**src/rtl/scl_pkg.sv**
```systemverilog
// Purpose: Constants for the synthesizer configuration latch bank
// Assumes: 24-bit serial words, latch select in the two lowest bits
// Notes: Field positions of the control, feedback and reference latches
package scl_pkg;
    localparam int WORD_W = 24;
    localparam logic [1:0] SEL_CONTROL = 2'h0;
    localparam logic [1:0] SEL_REFERENCE = 2'h1;
    localparam logic [1:0] SEL_FEEDBACK = 2'h2;
    localparam logic [1:0] SEL_TEST = 2'h3;
    // Control latch fields
    localparam int CTL_CORE_LVL = 2;
    localparam int CTL_DIV_RESET = 4;
    localparam int CTL_MUX_SEL = 5;
    localparam int CTL_POLARITY = 8;
    localparam int CTL_TRISTATE = 9;
    localparam int CTL_GAIN = 10;
    localparam int CTL_MUTE = 11;
    localparam int CTL_OUT_LVL = 12;
    localparam int CTL_CUR_A = 14;
    localparam int CTL_CUR_B = 17;
    localparam int CTL_PD_REQ = 20;
    localparam int CTL_PD_SYNC = 21;
    // Feedback latch fields
    localparam int FB_RATIO_LSB = 8;
    localparam int FB_RATIO_W = 13;
    localparam int FB_GAIN = 21;
    // Reference latch fields
    localparam int REF_RATIO_LSB = 2;
    localparam int REF_RATIO_W = 14;
    localparam int REF_BACKLASH = 16;
    localparam int REF_PRECISION = 18;
    localparam int REF_TEST = 19;
    localparam int REF_BAND_DIV = 20;
    // Reset values
    localparam logic [23:0] CONTROL_RESET = 24'h000000;
    localparam logic [23:0] FEEDBACK_RESET = 24'h000300;
    localparam logic [23:0] REFERENCE_RESET = 24'h000004;
    // Lock detect cycle counts and windows
    localparam logic [2:0] LOCK_CYCLES_FINE = 3'h5;
    localparam logic [2:0] LOCK_CYCLES_COARSE = 3'h3;
    localparam int LOCK_WINDOW_NS = 15;
    localparam int UNLOCK_WINDOW_NS = 25;
    localparam int CLK_PERIOD_NS = 10;
    // Lock window rounds down to at least one cycle, unlock window rounds up
    localparam int LOCK_WINDOW_CYC = (LOCK_WINDOW_NS / CLK_PERIOD_NS) < 1 ? 1 : (LOCK_WINDOW_NS / CLK_PERIOD_NS);
    localparam int UNLOCK_WINDOW_CYC = (UNLOCK_WINDOW_NS + CLK_PERIOD_NS - 1) / CLK_PERIOD_NS;
    localparam int SYNC_PD_EDGES = 2;
endpackage

```
**src/rtl/scl_shift_if.sv**
```systemverilog
// Purpose: Carries a completed serial word from the shifter to the latches
// Assumes: One clock domain
// Notes: strobe is a one-cycle pulse
`timescale 1ns/1ps
interface scl_shift_if;
    logic [23:0] word;
    logic strobe;
    modport src (output word, output strobe);
    modport dst (input word, input strobe);
endinterface

```
**src/rtl/scl_shifter.sv**
```systemverilog
// Purpose: Serial input register for the latch bank
// Assumes: Pins already synchronised to clk
// Notes: Keeps shifting during power-down
`timescale 1ns/1ps
module scl_shifter
    import scl_pkg::*;
(
    input wire logic clk,
    input wire logic rst_n,
    input wire logic sclk_s,
    input wire logic sdata_s,
    input wire logic strobe_s,
    scl_shift_if.src out
);
    logic sclk_d;
    logic strobe_d;
    logic [23:0] shreg;

    // =====================
    // Shift register, MSB first on serial clock rise
    always_ff @(posedge clk or negedge rst_n)
    begin
        if (!rst_n)
        begin
            sclk_d <= 1'b0;
            shreg <= 24'h000000;
        end
        else
        begin
            sclk_d <= sclk_s;
            if (sclk_s && !sclk_d)
                shreg <= {shreg[22:0], sdata_s};
        end
    end

    // =====================
    // Latch strobe rise transfers the word
    always_ff @(posedge clk or negedge rst_n)
    begin
        if (!rst_n)
        begin
            strobe_d <= 1'b0;
            out.strobe <= 1'b0;
            out.word <= 24'h000000;
        end
        else
        begin
            strobe_d <= strobe_s;
            out.strobe <= strobe_s && !strobe_d;
            if (strobe_s && !strobe_d)
                out.word <= shreg;
        end
    end

    AST_STROBE_ONE: assert property (@(posedge clk) disable iff (!rst_n)
        out.strobe |=> !out.strobe) else $error("latch strobe pulse too long");
endmodule

```
**src/rtl/scl_latch_bank.sv**
```systemverilog
// Purpose: Configuration latch bank of an integer-N synthesizer
// Assumes: clk 100 MHz; serial pins, chip enable and loop events are asynchronous
// Notes: Analog sections are represented by their control outputs only
`timescale 1ns/1ps
// Summary of operation
// - Host shifts 24 bits MSB first; strobe rise copies word to selected latch.
// - Select bits 00 route the word to the control latch.
// - Feedback latch bits 20..8 hold the divide ratio, valid 3 to 8191.
// - Pump gain holds the latest value written via either latch.
// - Gain 1 uses the second current setting, 0 the first.
// - First setting from low current bits, second from high current bits.
// - Request 1 with sync 0 powers down immediately.
// - Both 1 powers down on second reference edge after strobe rise.
// - Chip enable low disables the device at once.
// - Power-down loads counters, tristates pump, resets lock, disables outputs.
// - Serial register keeps working during power-down.
// - Mute-until-locked keeps RF outputs off until lock.
// - Tristate bit 1 puts the pump output in high impedance.
// - Polarity bit 1 positive, 0 negative.
// - Divider reset bit holds reference and feedback counters in reset.
// - Select 01 loads reference latch; bits 15..2 ratio, 1 to 16383.
// - Reference bits 16 and 17 set antibacklash width.
// - Lock after five fine cycles if precision 1, three if 0.
// - Lock holds until a cycle shows more than 25 ns error.
// - Test bit written 0; test latch contents are then ignored.
// - Band clock bits enable a divider of the reference output.
// - Band divider divides by 1, 2, 4 or 8.
module scl_latch_bank
    import scl_pkg::*;
(
    input wire logic clk,
    input wire logic reset_n,
    input wire logic serial_clock,
    input wire logic serial_data,
    input wire logic latch_strobe,
    input wire logic chip_enable,
    input wire logic reference_edge,
    input wire logic phase_error_flag,
    output logic [FB_RATIO_W-1:0] feedback_ratio,
    output logic [REF_RATIO_W-1:0] reference_ratio,
    output logic [2:0] pump_current_sel,
    output logic pump_tristate,
    output logic detector_polarity_bit,
    output logic counters_held,
    output logic [1:0] antibacklash_width,
    output logic [1:0] core_power_level,
    output logic [1:0] output_power_level,
    output logic [2:0] output_select,
    output logic rf_output_enable,
    output logic reference_buffer_enable,
    output logic powered_down,
    output logic lock_detect,
    output logic band_select_clock_en
);
    logic rst_s1;
    logic rst_n_i;
    logic [1:0] sck_sync;
    logic [1:0] sdat_sync;
    logic [1:0] le_sync;
    logic [1:0] ce_sync;
    logic [1:0] ref_sync;
    logic [1:0] err_sync;
    logic ref_d;
    logic ref_rise;
    logic [23:0] control_word;
    logic [23:0] feedback_word;
    logic [23:0] reference_word;
    logic pump_gain_select;
    logic sync_pending;
    logic [1:0] sync_edges;
    logic pd_state;
    logic next_pd;
    logic [2:0] good_cycles;
    logic [2:0] lock_target;
    logic [7:0] err_len;
    logic err_d;
    logic [2:0] band_cnt;
    logic [2:0] band_mask;
    logic [1:0] band_div_sel;
    scl_shift_if sif ();

    // ==========================================
    // Reset release and pin synchronisers
    always_ff @(posedge clk or negedge reset_n)
    begin
        if (!reset_n)
        begin
            rst_s1 <= 1'b0;
            rst_n_i <= 1'b0;
        end
        else
        begin
            rst_s1 <= 1'b1;
            rst_n_i <= rst_s1;
        end
    end

    always_ff @(posedge clk or negedge rst_n_i)
    begin
        if (!rst_n_i)
        begin
            sck_sync <= 2'h0;
            sdat_sync <= 2'h0;
            le_sync <= 2'h0;
            ce_sync <= 2'h3;
            ref_sync <= 2'h0;
            err_sync <= 2'h0;
        end
        else
        begin
            sck_sync <= {sck_sync[0], serial_clock};
            sdat_sync <= {sdat_sync[0], serial_data};
            le_sync <= {le_sync[0], latch_strobe};
            ce_sync <= {ce_sync[0], chip_enable};
            ref_sync <= {ref_sync[0], reference_edge};
            err_sync <= {err_sync[0], phase_error_flag};
        end
    end

    always_ff @(posedge clk or negedge rst_n_i)
    begin
        if (!rst_n_i)
            ref_d <= 1'b0;
        else
            ref_d <= ref_sync[1];
    end
    assign ref_rise = ref_sync[1] && !ref_d;

    // ==========================================
    // Serial input register
    scl_shifter u_shifter (
        .clk(clk),
        .rst_n(rst_n_i),
        .sclk_s(sck_sync[1]),
        .sdata_s(sdat_sync[1]),
        .strobe_s(le_sync[1]),
        .out(sif.src)
    );

    // ==========================================
    // Latch decode
    always_ff @(posedge clk or negedge rst_n_i)
    begin
        if (!rst_n_i)
        begin
            control_word <= CONTROL_RESET;
            feedback_word <= FEEDBACK_RESET;
            reference_word <= REFERENCE_RESET;
        end
        else if (sif.strobe)
        begin
            case (sif.word[1:0])
                SEL_CONTROL: control_word <= sif.word;
                SEL_REFERENCE: reference_word <= sif.word;
                SEL_FEEDBACK: feedback_word <= sif.word;
                default: ;
            endcase
        end
    end

    // Shared gain bit follows the latest write from either latch
    always_ff @(posedge clk or negedge rst_n_i)
    begin
        if (!rst_n_i)
            pump_gain_select <= 1'b0;
        else if (sif.strobe && sif.word[1:0] == SEL_CONTROL)
            pump_gain_select <= sif.word[CTL_GAIN];
        else if (sif.strobe && sif.word[1:0] == SEL_FEEDBACK)
            pump_gain_select <= sif.word[FB_GAIN];
    end

    // ==========================================
    // Power-down sequencing
    always_ff @(posedge clk or negedge rst_n_i)
    begin
        if (!rst_n_i)
        begin
            sync_pending <= 1'b0;
            sync_edges <= 2'h0;
        end
        else if (sif.strobe)
        begin
            sync_pending <= sif.word[1:0] == SEL_CONTROL && sif.word[CTL_PD_REQ] && sif.word[CTL_PD_SYNC];
            sync_edges <= 2'h0;
        end
        else if (sync_pending && ref_rise)
        begin
            sync_edges <= sync_edges + 2'h1;
            if (sync_edges == 2'(SYNC_PD_EDGES - 1))
                sync_pending <= 1'b0;
        end
    end

    always_comb
    begin
        next_pd = pd_state;
        if (!control_word[CTL_PD_REQ])
            next_pd = 1'b0;
        else if (!control_word[CTL_PD_SYNC])
            next_pd = 1'b1;
        else if (sync_pending && ref_rise && sync_edges == 2'(SYNC_PD_EDGES - 1))
            next_pd = 1'b1;
        if (!ce_sync[1])
            next_pd = 1'b1;
    end

    always_ff @(posedge clk or negedge rst_n_i)
    begin
        if (!rst_n_i)
            pd_state <= 1'b0;
        else
            pd_state <= next_pd;
    end

    // ==========================================
    // Lock detection
    assign lock_target = reference_word[REF_PRECISION] ? LOCK_CYCLES_FINE : LOCK_CYCLES_COARSE;

    always_ff @(posedge clk or negedge rst_n_i)
    begin
        if (!rst_n_i)
        begin
            err_len <= 8'h00;
            err_d <= 1'b0;
            good_cycles <= 3'h0;
            lock_detect <= 1'b0;
        end
        else if (pd_state || control_word[CTL_DIV_RESET])
        begin
            err_len <= 8'h00;
            err_d <= 1'b0;
            good_cycles <= 3'h0;
            lock_detect <= 1'b0;
        end
        else
        begin
            err_d <= err_sync[1];
            if (err_sync[1])
            begin
                if (err_len != 8'hFF)
                    err_len <= err_len + 8'h01;
            end
            else
                err_len <= 8'h00;
            if (!err_sync[1] && err_d)
            begin
                if (err_len < 8'(LOCK_WINDOW_CYC) + 8'h01)
                begin
                    if (good_cycles != lock_target)
                        good_cycles <= good_cycles + 3'h1;
                    if (good_cycles + 3'h1 >= lock_target)
                        lock_detect <= 1'b1;
                end
                else
                    good_cycles <= 3'h0;
            end
            if (err_sync[1] && err_len >= 8'(UNLOCK_WINDOW_CYC))
            begin
                lock_detect <= 1'b0;
                good_cycles <= 3'h0;
            end
        end
    end

    // ==========================================
    // Band select clock divider
    assign band_div_sel = reference_word[REF_BAND_DIV +: 2];
    assign band_mask = 3'((4'h1 << band_div_sel) - 4'h1);

    always_ff @(posedge clk or negedge rst_n_i)
    begin
        if (!rst_n_i)
        begin
            band_cnt <= 3'h0;
            band_select_clock_en <= 1'b0;
        end
        else if (pd_state || control_word[CTL_DIV_RESET])
        begin
            band_cnt <= 3'h0;
            band_select_clock_en <= 1'b0;
        end
        else
        begin
            band_select_clock_en <= ref_rise && ((band_cnt & band_mask) == 3'h0);
            if (ref_rise)
                band_cnt <= band_cnt + 3'h1;
        end
    end

    // ==========================================
    // Registered control outputs
    always_ff @(posedge clk or negedge rst_n_i)
    begin
        if (!rst_n_i)
        begin
            feedback_ratio <= '0;
            reference_ratio <= '0;
            pump_current_sel <= 3'h0;
            pump_tristate <= 1'b1;
            detector_polarity_bit <= 1'b0;
            counters_held <= 1'b1;
            antibacklash_width <= 2'h0;
            core_power_level <= 2'h0;
            output_power_level <= 2'h0;
            output_select <= 3'h0;
            rf_output_enable <= 1'b0;
            reference_buffer_enable <= 1'b0;
            powered_down <= 1'b0;
        end
        else
        begin
            feedback_ratio <= feedback_word[FB_RATIO_LSB +: FB_RATIO_W];
            reference_ratio <= reference_word[REF_RATIO_LSB +: REF_RATIO_W];
            pump_current_sel <= pump_gain_select ? control_word[CTL_CUR_B +: 3]
                : control_word[CTL_CUR_A +: 3];
            pump_tristate <= control_word[CTL_TRISTATE] || next_pd;
            detector_polarity_bit <= control_word[CTL_POLARITY];
            counters_held <= control_word[CTL_DIV_RESET] || next_pd;
            antibacklash_width <= reference_word[REF_BACKLASH +: 2];
            core_power_level <= control_word[CTL_CORE_LVL +: 2];
            output_power_level <= control_word[CTL_OUT_LVL +: 2];
            output_select <= control_word[CTL_MUX_SEL +: 3];
            rf_output_enable <= !next_pd && (!control_word[CTL_MUTE] || lock_detect);
            reference_buffer_enable <= !next_pd;
            powered_down <= next_pd;
        end
    end

    // ==========================================
    // Checks
    AST_CE_DISABLE: assert property (@(posedge clk) disable iff (!rst_n_i)
        !ce_sync[1] |=> powered_down && !rf_output_enable) else $error("chip enable low not disabling");
    AST_PD_TRISTATE: assert property (@(posedge clk) disable iff (!rst_n_i)
        powered_down |-> pump_tristate && counters_held && !reference_buffer_enable) else $error("power-down incomplete");
    AST_MUTE: assert property (@(posedge clk) disable iff (!rst_n_i)
        (control_word[CTL_MUTE] && !lock_detect) |=> !rf_output_enable) else $error("RF on before lock");
    AST_GAIN_FB: assert property (@(posedge clk) disable iff (!rst_n_i)
        (sif.strobe && sif.word[1:0] == SEL_FEEDBACK) |=> pump_gain_select == $past(sif.word[FB_GAIN])) else $error("gain not from feedback write");
    AST_CURRENT: assert property (@(posedge clk) disable iff (!rst_n_i)
        pump_gain_select |=> pump_current_sel == $past(control_word[CTL_CUR_B +: 3])) else $error("wrong current setting");
    AST_ASYNC_PD: assert property (@(posedge clk) disable iff (!rst_n_i)
        (control_word[CTL_PD_REQ] && !control_word[CTL_PD_SYNC]) |=> powered_down) else $error("async power-down late");
    AST_TEST_IGNORED: assert property (@(posedge clk) disable iff (!rst_n_i)
        (sif.strobe && sif.word[1:0] == SEL_TEST) |=> $stable(control_word) && $stable(reference_word) && $stable(feedback_word)) else $error("test latch altered state");
    AST_LOCK_DROP: assert property (@(posedge clk) disable iff (!rst_n_i)
        (err_sync[1] && err_len >= 8'(UNLOCK_WINDOW_CYC) && !pd_state) |=> !lock_detect) else $error("lock held over large error");
    AST_DIV_RESET: assert property (@(posedge clk) disable iff (!rst_n_i)
        control_word[CTL_DIV_RESET] |=> counters_held) else $error("counters not held");
endmodule

```
**config.mk**
```make
export PLATFORM = sky130hd
export DESIGN_NAME = scl_latch_bank
export DESIGN_NICKNAME = d
export VERILOG_FILES = /design/src/rtl/scl_pkg.sv /design/src/rtl/scl_shift_if.sv /design/src/rtl/scl_shifter.sv /design/src/rtl/scl_latch_bank.sv
export SDC_FILE = /design/constraint.sdc
export NUM_CORES = 1
export LEC_CHECK = 0
export BUFFER_PORTS_ARGS = -buffer_cell sky130_fd_sc_hd__buf_2
export CELL_PAD_IN_SITES_DETAIL_PLACEMENT = 0
export CELL_PAD_IN_SITES_GLOBAL_PLACEMENT = 1
export CORE_MARGIN = 8
export CORE_UTILIZATION = 45
export DETAILED_ROUTE_END_ITERATION = 12
export GPL_ROUTABILITY_DRIVEN = 0
export PLACE_DENSITY_LB_ADDON = 0.05
export SLEW_MARGIN = 20
export SYNTH_ARGS = -nofsm -noshare
export SYNTH_HDL_FRONTEND = slang
export SYNTH_SLANG_ARGS = --single-unit
```
**constraint.sdc**
```tcl
create_clock -name clk -period 5.6 [get_ports clk]
set_input_delay 0.56 -clock clk [delete_from_list [all_inputs] [get_ports clk]]
set_output_delay 0.56 -clock clk [all_outputs]
set_load 0.01 [all_outputs]
```
==> results of run 1 <==
## registers in the layout, summed over array words and instances, names as in the netlist, 8 cells and up
| name | flops |
|---|---|
| u_shifter.shreg | 22 |
| control_word | 19 |
| feedback_word | 13 |
| reference_word | 19 |
| feedback_ratio | 13 |
| reference_ratio | 14 |
| u_shifter.out.word | 22 |
| err_len | 8 |
## worst max-delay path: stages, from the launching register on
cell      delay, ps
dfrtp_1         430
nand3b_1        620
buf_4           420
mux2_2          280
## logic make-up after synthesis
| group | share of synthesized area, % |
|---|---|
| adder cells (fa/ha/maj) | 1.183 |
| other | 0.05909 |
| buffers and inverters | 1.262 |
| AO/OA/AOI/OAI | 3.115 |
| multiplexers | 17.84 |
| XOR/XNOR | 0.8282 |
| AND/OR/NAND/NOR | 4.988 |
| flip-flops | 70.72 |
## layout make-up
| class | instances | area, µm² | area share [%] |
|---|---|---|---|
| tap | 180 | 225.2 | 3.027 |
| sequential | 179 | 4492 | 60.38 |
| multi-input combinational | 201 | 1790 | 24.07 |
| clock inverter | 12 | 130.1 | 1.749 |
| clock buffer | 20 | 456.7 | 6.139 |
| timing repair buffer | 59 | 322.8 | 4.339 |
| inverter | 6 | 22.52 | 0.3027 |
## stage by stage
| stage | power [mW] | cells | setup slack, ps | hold WS, ps |
|---|---|---|---|---|
| after CTS | 3.399 | 657 | 3670 | 213.3 |
| after global placement | 2.201 | 624 | 3715 | 332.7 |
| after global routing | 3.525 | 657 | 3592 | 213.9 |
| final | 3.342 | 657 | 3731 | 238.7 |
| after detailed placement | 2.213 | 624 | 3681 | 335.8 |
| after floorplan | 2.023 | 399 | 255.1 | 264.4 |
## report_power, final
group          leakage, nW  internal (mW)  switching [mW]
clock network        0.287          0.681           0.483
registers             2.34           1.59           0.165
logic                 1.07          0.240           0.187
## synthesized netlist by cell type (4+ instances only)
| master | instances |
|---|---|
| mux2_2 | 97 |
| mux2i_1 | 4 |
| inv_1 | 6 |
| dfstp_2 | 7 |
| a31oi_1 | 5 |
| nor2_1 | 11 |
| nor2b_1 | 5 |
| nand3b_1 | 4 |
| nor3_1 | 4 |
| nand2_1 | 12 |
| ha_1 | 6 |
| dfrtp_1 | 172 |
| clkbuf_1 | 5 |
| buf_2 | 7 |
| a21oi_1 | 7 |
| o21ai_0 | 9 |
## how the worst min path moves through the flow
stage / end / slack [ps] / cells after the start
after floorplan: rst_n_i / 260 / 0
after global placement: sck_sync[1] / 330 / 0
after detailed placement: le_sync[1] / 340 / 0
after CTS: le_sync[0] / 210 / 1
after global routing: le_sync[0] / 210 / 1
final: ce_sync[0] / 240 / 1
## routing by layer
layer | vias up | wire length [µm] | global-route usage (%)
met5 | - | 0 | 0
met1 | 1648 | 5103 | 16.57
li1 | 1522 | - | -
met2 | 54 | 5022 | 19.24
met3 | 15 | 392 | 4.012
met4 | 0 | 169 | 6.363
==> impl_metrics.yaml, run 1 <==
cts:
  cts.path.max_buffers: 2
  cts_tree: "done"
  htreeDepth: 4
  ctsResizeCount: 0
  cts_hold_buf: 1
  post_cts_buffers: 0
  path_clk_slew_ps: 70
  clock-root-buffer: "clkbuf_16"
  clock-sinks: 179
  cts_made_buffers: 17
  clk-insertion-delay-late_ps: 420
cells_and_area:
  final_common_cell: "dfrtp_1"
  final_nets: 478
  syn_to_final_growth_pct: 17.23
  fill_cells: 1146
  final_layout_size_suffix_gt1_share_pct: 42.56
  num_antenna_cells: 0
  post-route-util_pct: 53.81
  final_cell_area_mm2: 0.007440
  final_cell_mix: "dfrtp_1 (171), mux2_2 (97), buf_2 (54)"
sta:
  fin_skew_ps: 4.820
  fin_tns_setup_ps: 0
  tightest_slew_ps: 950.7
  slew_headroom_pct: 36.62
  fmax_mhz: 535.0
  setup_viol: 0
  hold_viol_final: 0
  drv_slew: 0
  grt_setup_unrepaired: "no"
  period_share_pct: 33.38
  period_minus_slack_ps: 1869
detailed_routing:
  drt_pass1_iterations: 4
  wirelength_um: 10690
  wire_per_inst_um: 16.27
  viasPerCell: 4.930
  drc: 0
  via_count: 3239
  detail-route-antenna-nets: 0
  drt-initial-drc-count: 207
die:
  rows: 43
  core_mm2: 0.01383
  die_area_mm2: 0.01816
  start_util_pct: 45.90
  dieWidth_um: 134.8
  ios: 55
  fp.dieH_um: 134.8
worst_setup_path:
  cp.required_ps: 5900
  path_class: "flip-flop to flip-flop"
  cp-endpoint: "reference_word[17]"
  endpoint_kind: "flip-flop"
  r2r_end: "reference_word[17]"
  worstPathArrival_ps: 2170
  startpoint_type: "flip-flop"
  r2r_cells: 3
  worstReg2RegStart: "u_shifter.out.word[1]"
  reg2reg_slack_ps: 3730
  worstPathMaxFanout: 12
  startpoint: "u_shifter.out.word[1]"
min_path:
  min-delay-start: "chip_enable"
  hold_path_class: "primary input to flip-flop"
status:
  status: "finished clean"
power_and_ir_drop:
  power_density_mw_per_mm2: 449.2
  p_leak_nw: 3.696
  vdd_ir_drop_max_uv: 249.4
global_routing:
  grt_pass1_wl_um: 18060
  gr-usage-all-layers_pct: 12.85
  grt_pass1_vias: 3511
  grt_start_max_net_pins: 178
  grt.overflow.total: 0
  antenna_found_initial: 0
synthesis:
  syn-instance-count: 399
  yosysSeqAreaShare_pct: 70.72
  synth-main-ff-cell: "dfrtp_1"
  synth_edf_count: 0
  synth.distinct_cells: 41
  syn_nets: 413
  synth_warnings: 0
  async_reset_ff_share_pct: 100.0
  syn-cell-area_mm2: 0.006346
  syn_avg_cell_area_um2: 15.90
  yosys-top-cells-area: "dfrtp_1 (68%), mux2_2 (17%), dfstp_2 (2.9%), ha_1 (1.2%), o21ai_0 (0.71%)"
  synth_area_leader_cell: "dfrtp_1"
  postSynthRegisterBits: 179
  yosysTopAreaCellShare_pct: 67.82
place:
  placed_cell_area_mm2: 0.006838
  hpwl_um: 6574
  io_buffers: 54
run:
  cap_violations: 0
Power figures use the tool's default switching activity.
==> inputs of run 2 (changes only) <==
Clock period 5.6 ns to 1.6 ns, I/O delays scaled along.
==> impl_metrics.yaml, run 2 (synthesis gave the netlist of run 1 again) <==
worst_setup_path:
  worstPathArrival_ps: 1980
  crit_chain: "or4_4 -> nor4_4 -> o211ai_1 -> a21oi_1"
  cpPeakStageDelay_ps: 570
  startpoint_type: "flip-flop"
  cp_slowest_cell: "or4_4"
  path_class: "flip-flop to flip-flop"
  reg2reg_slack_ps: -40
  cp.required_ps: 1940
  worstPathMaxFanout: 4
  endpoint_kind: "flip-flop"
sta:
  period_minus_slack_ps: 1642
  layout_setup_ws_ps: -41.95
  setup_viol: 2
  period_share_pct: 102.6
  holdWs_ps: 53.65
  hold_viol_final: 0
  fin_tns_setup_ps: -50.41
  grt_setup_unrepaired: "yes"
  drv_slew: 0
  fin_skew_ps: 5.626
  fmax_mhz: 609.0
power_and_ir_drop:
  p_leak_nw: 3.831
  vdd_ir_drop_max_uv: 855.5
  p_clk_share_pct: 33.3
  power_density_mw_per_mm2: 1495
  fin_total_pwr_mw: 11.51
  swShare_pct: 24.58
  p_switching_mw: 2.829
  p_comb_share_pct: 13.5
  internal_power_mw: 8.682
  seq_power_share_pct: 53.2
cells_and_area:
  final_nets: 503
  final_cell_area_mm2: 0.007699
  post-route-util_pct: 55.68
  final_layout_size_suffix_gt1_share_pct: 44.82
  syn_to_final_growth_pct: 21.31
  layout.cells.non_filler: 682
  final_cell_mix: "dfrtp_1 (171), mux2_2 (97), buf_2 (54)"
  num_antenna_cells: 0
  top_regs: "u_shifter.out.word x22, u_shifter.shreg x22"
  final_common_cell: "dfrtp_1"
detailed_routing:
  detail-route-antenna-nets: 0
  drt-initial-drc-count: 105
  viasPerCell: 5.009
  drc: 0
  drt_pass1_iterations: 4
  wirelength_um: 10860
  via_count: 3416
  wire_per_inst_um: 15.92
global_routing:
  antenna_found_initial: 0
  grt.overflow.total: 0
  grt_pass1_vias: 3649
  grt_pass1_wl_um: 18400
  gr-usage-all-layers_pct: 12.96
  grt_start_max_net_pins: 44
cts:
  clock-root-buffer: "clkbuf_16"
  clk-insertion-delay-late_ps: 410
  cts.path.max_buffers: 2
  cts_tree: "done"
  cts_made_buffers: 17
  path_clk_slew_ps: 60
  htreeDepth: 4
  clock-sinks: 179
die:
  die_area_mm2: 0.01816
  core_mm2: 0.01383
  dieWidth_um: 134.8
  ios: 55
  start_util_pct: 45.90
  rows: 43
  fp.dieH_um: 134.8
run:
  cap_violations: 0
place:
  hpwl_um: 7161
  place_inst: 642
  placed_cell_area_mm2: 0.007036
  dpl_worst_slack_ps: -11.43
  io_buffers: 54
status:
  failed_checks: "negative setup slack"
  status: "finished with violations"
min_path:
  hold_path_class: "primary input to async pin"
run 2: cell types whose count changed in the layout (fill, tap and decap cells not counted), sizes merged:
cell	change
buf	+19
bufinv	-2
clkbuf	+4
clkinv	-1
dlygate4sd3	+6
inv	-1
run 2: what timing repair did:
item / CTS / global route
setup endpoints to repair: 1 / 6
setup buffers: 1 / 0
hold buffers: 7 / 0
hold endpoints to repair: 8 / 0
gates resized for setup: 0 / 3
pin swaps: 1 / 2
run 2: worst max-delay path: cells and delay by family, from the launching register on:
| family | cells | cell delay, ps |
|---|---|---|
| flip-flops | 1 | 380 |
| AO/OA/AOI/OAI | 2 | 340 |
| AND/OR/NAND/NOR | 2 | 860 |
run 2: cell type report:
class,instances,area (µm²)
fill,1125,6128
sequential,179,4492
multi-input combinational,201,1810
timing repair buffer,84,588.1
clock buffer,24,511.7
tap,180,225.2
clock inverter,8,48.80
inverter,6,22.52
run 2: metal layers:
layer	GRT usage, %	up-vias	part of all wire [%]
met4	6.176	0	1.4
li1	-	1571	-
met5	0	-	0
met2	20.02	55	49
met1	16.24	1778	46
met3	4.086	12	4.4
run 2: path summary, 6_finish.rpt:
path / end / startpoint / cells past startpoint
min in group clk: rst_n_i / rst_s1 / 0
worst max register to register: lock_detect / err_len[4] / 4
worst min register to register: err_len[7] / rst_n_i / 0
worst max-delay path: lock_detect / err_len[4] / 4
max in group asynchronous: ce_sync[0] / rst_n_i / 1
worst min-delay path: rst_n_i / reset_n / 2
run 2: power groups by stage:
stage          logic, mW  clock network, mW  registers [mW]
2_1_floorplan      0.851                  0            6.23
3_3_place_gp        1.55                  0            6.20
3_5_place_dp        1.58                  0            6.22
4_1_cts             1.60               3.95            6.15
5_1_grt             1.72               4.12            6.28
6_report            1.56               3.83            6.12
==> inputs of run 3 (changes only) <==
Settings changed: CORE_MARGIN 8 to 10, PLACE_DENSITY_LB_ADDON 0.05 to 0.1.
==> impl_metrics.yaml, run 3 (synthesis gave the netlist of run 1 again) <==
global_routing:
  grt_pass1_vias: 3495
  use_met3_pct: 4.075
  grt_pass1_wl_um: 18460
  gr-usage-all-layers_pct: 11.76
  antenna_found_initial: 0
  grt.overflow.total: 0
  grtUsageMet2_pct: 17.55
  top_usage_layer: "met2"
  use_met1_pct: 15.26
  grt_start_max_net_pins: 72
cts:
  cts_tree: "done"
  clk-insertion-delay-late_ps: 420
  htreeDepth: 4
  cts_made_buffers: 17
  clock-root-buffer: "clkbuf_16"
  path_clk_slew_ps: 60
  post_cts_buffers: 0
  clock-sinks: 179
  cts.path.max_buffers: 2
cells_and_area:
  final_cell_area_mm2: 0.007752
  syn_to_final_growth_pct: 22.16
  final_cell_mix: "dfrtp_1 (171), mux2_2 (97), buf_2 (54)"
  top_regs: "u_shifter.out.word x22, u_shifter.shreg x22"
  fill_cells: 1109
  final_common_cell: "dfrtp_1"
  final_nets: 500
  layout.cells.non_filler: 679
  num_antenna_cells: 0
  final_layout_size_suffix_gt1_share_pct: 44.49
worst_setup_path:
  cp_slowest_cell: "or4_4"
  startpoint_type: "flip-flop"
  cpPeakStageDelay_ps: 560
  endpoint_kind: "flip-flop"
  worstPathMaxFanout: 4
  worstPathArrival_ps: 1910
  path_class: "flip-flop to flip-flop"
  path_delay_family: "simple AND/OR/NAND/NOR gates"
  crit_chain: "or4_4 -> nor4_4 -> a32oi_1 -> nor2_1"
  cp.required_ps: 1940
  path_buf_inv: 0
power_and_ir_drop:
  internal_power_mw: 9.261
  vdd_ir_drop_max_uv: 844.1
  p_switching_mw: 2.904
  swShare_pct: 23.87
  p_leak_nw: 3.827
  power_density_mw_per_mm2: 1569
  seq_power_share_pct: 50.3
  p_comb_share_pct: 12.8
  p_clk_share_pct: 36.9
sta:
  fin_tns_setup_ps: 0
  period_share_pct: 97.85
  hold_viol_final: 0
  fmax_mhz: 638.7
  fin_skew_ps: 10.29
  grt_setup_unrepaired: "yes"
  setup_viol: 0
  drv_slew: 0
  layout_setup_ws_ps: 34.32
  period_minus_slack_ps: 1566
place:
  place_inst: 640
  dpl_worst_slack_ps: -11.81
  placed_cell_area_mm2: 0.006995
  hpwl_um: 7088
  io_buffers: 54
status:
  status: "finished clean"
detailed_routing:
  detail-route-antenna-nets: 0
  wirelength_um: 10650
  drt-initial-drc-count: 151
  drt_pass1_iterations: 4
  via_count: 3392
  viasPerCell: 4.996
  wire_per_inst_um: 15.69
  drc: 0
die:
  rows: 43
  dieWidth_um: 138.8
  die_area_mm2: 0.01925
  ios: 55
  fp.dieH_um: 138.8
  core_mm2: 0.01383
  start_util_pct: 45.90
run:
  cap_violations: 0
min_path:
  hold_path_class: "primary input to async pin"
## run 3: changes by cell type in the layout (fill, tap and decap cells not counted), moves of 2 or more
cell / change
clkbuf_8: -5
clkinvlp_4: +2
buf_12: -2
clkinv_2: -4
bufinv_16: +5
## run 3: power groups by stage
stage | combinational [mW] | sequential (mW) | clock, mW
2_1_floorplan | 0.851 | 6.23 | 0
3_3_place_gp | 1.55 | 6.19 | 0
3_5_place_dp | 1.58 | 6.22 | 0
4_1_cts | 1.60 | 6.15 | 4.63
5_1_grt | 1.73 | 6.28 | 4.83
6_report | 1.55 | 6.12 | 4.49
## run 3: final timing paths
check / start / end / slack [ps] / depth (start not counted)
max: err_len[4] / good_cycles[1] / 30 / 4
min: reset_n / rst_n_i / 60 / 2
max in group asynchronous: rst_n_i / reference_word[2] / 700 / 1
min in group clk: le_sync[0] / le_sync[1] / 350 / 0
min reg2reg: rst_n_i / u_shifter.out.word[4] / 210 / 0
max reg2reg: err_len[4] / good_cycles[1] / 30 / 4
## run 3: per-layer routing
layer	part of all wire [%]	routed length [µm]
met4	1.7	181
met2	48	5137
met1	46	4923
met5	0	0
met3	3.9	411
## run 3: layout make-up
class	count	area, µm²	share of cell area, %
multi-input combinational	201	1823	23.52
clock buffer	20	446.7	5.762
timing repair buffer	81	540.5	6.972
clock inverter	12	202.7	2.615
inverter	6	22.52	0.2905
sequential	179	4492	57.94
tap	180	225.2	2.905
## run 3: per-stage QoR
step / util [%] / hold slack, ps / power [mW]
finish: 56.07 / 60.70 / 12.17
global route: 56.07 / 61.26 / 12.83
floorplan: - / -135.6 / 7.078
global placement: 50.59 / -54.76 / 7.737
CTS: 55.98 / 53.53 / 12.38
detailed placement: 50.59 / -53.49 / 7.799
## run 3: timing repair
item / CTS / global route
endpoints found under the setup margin: 1 / 6
resized for setup: 2 / 2
hold buffers: 7 / 0
hold endpoints to repair: 8 / 0
pin swaps: 4 / 4
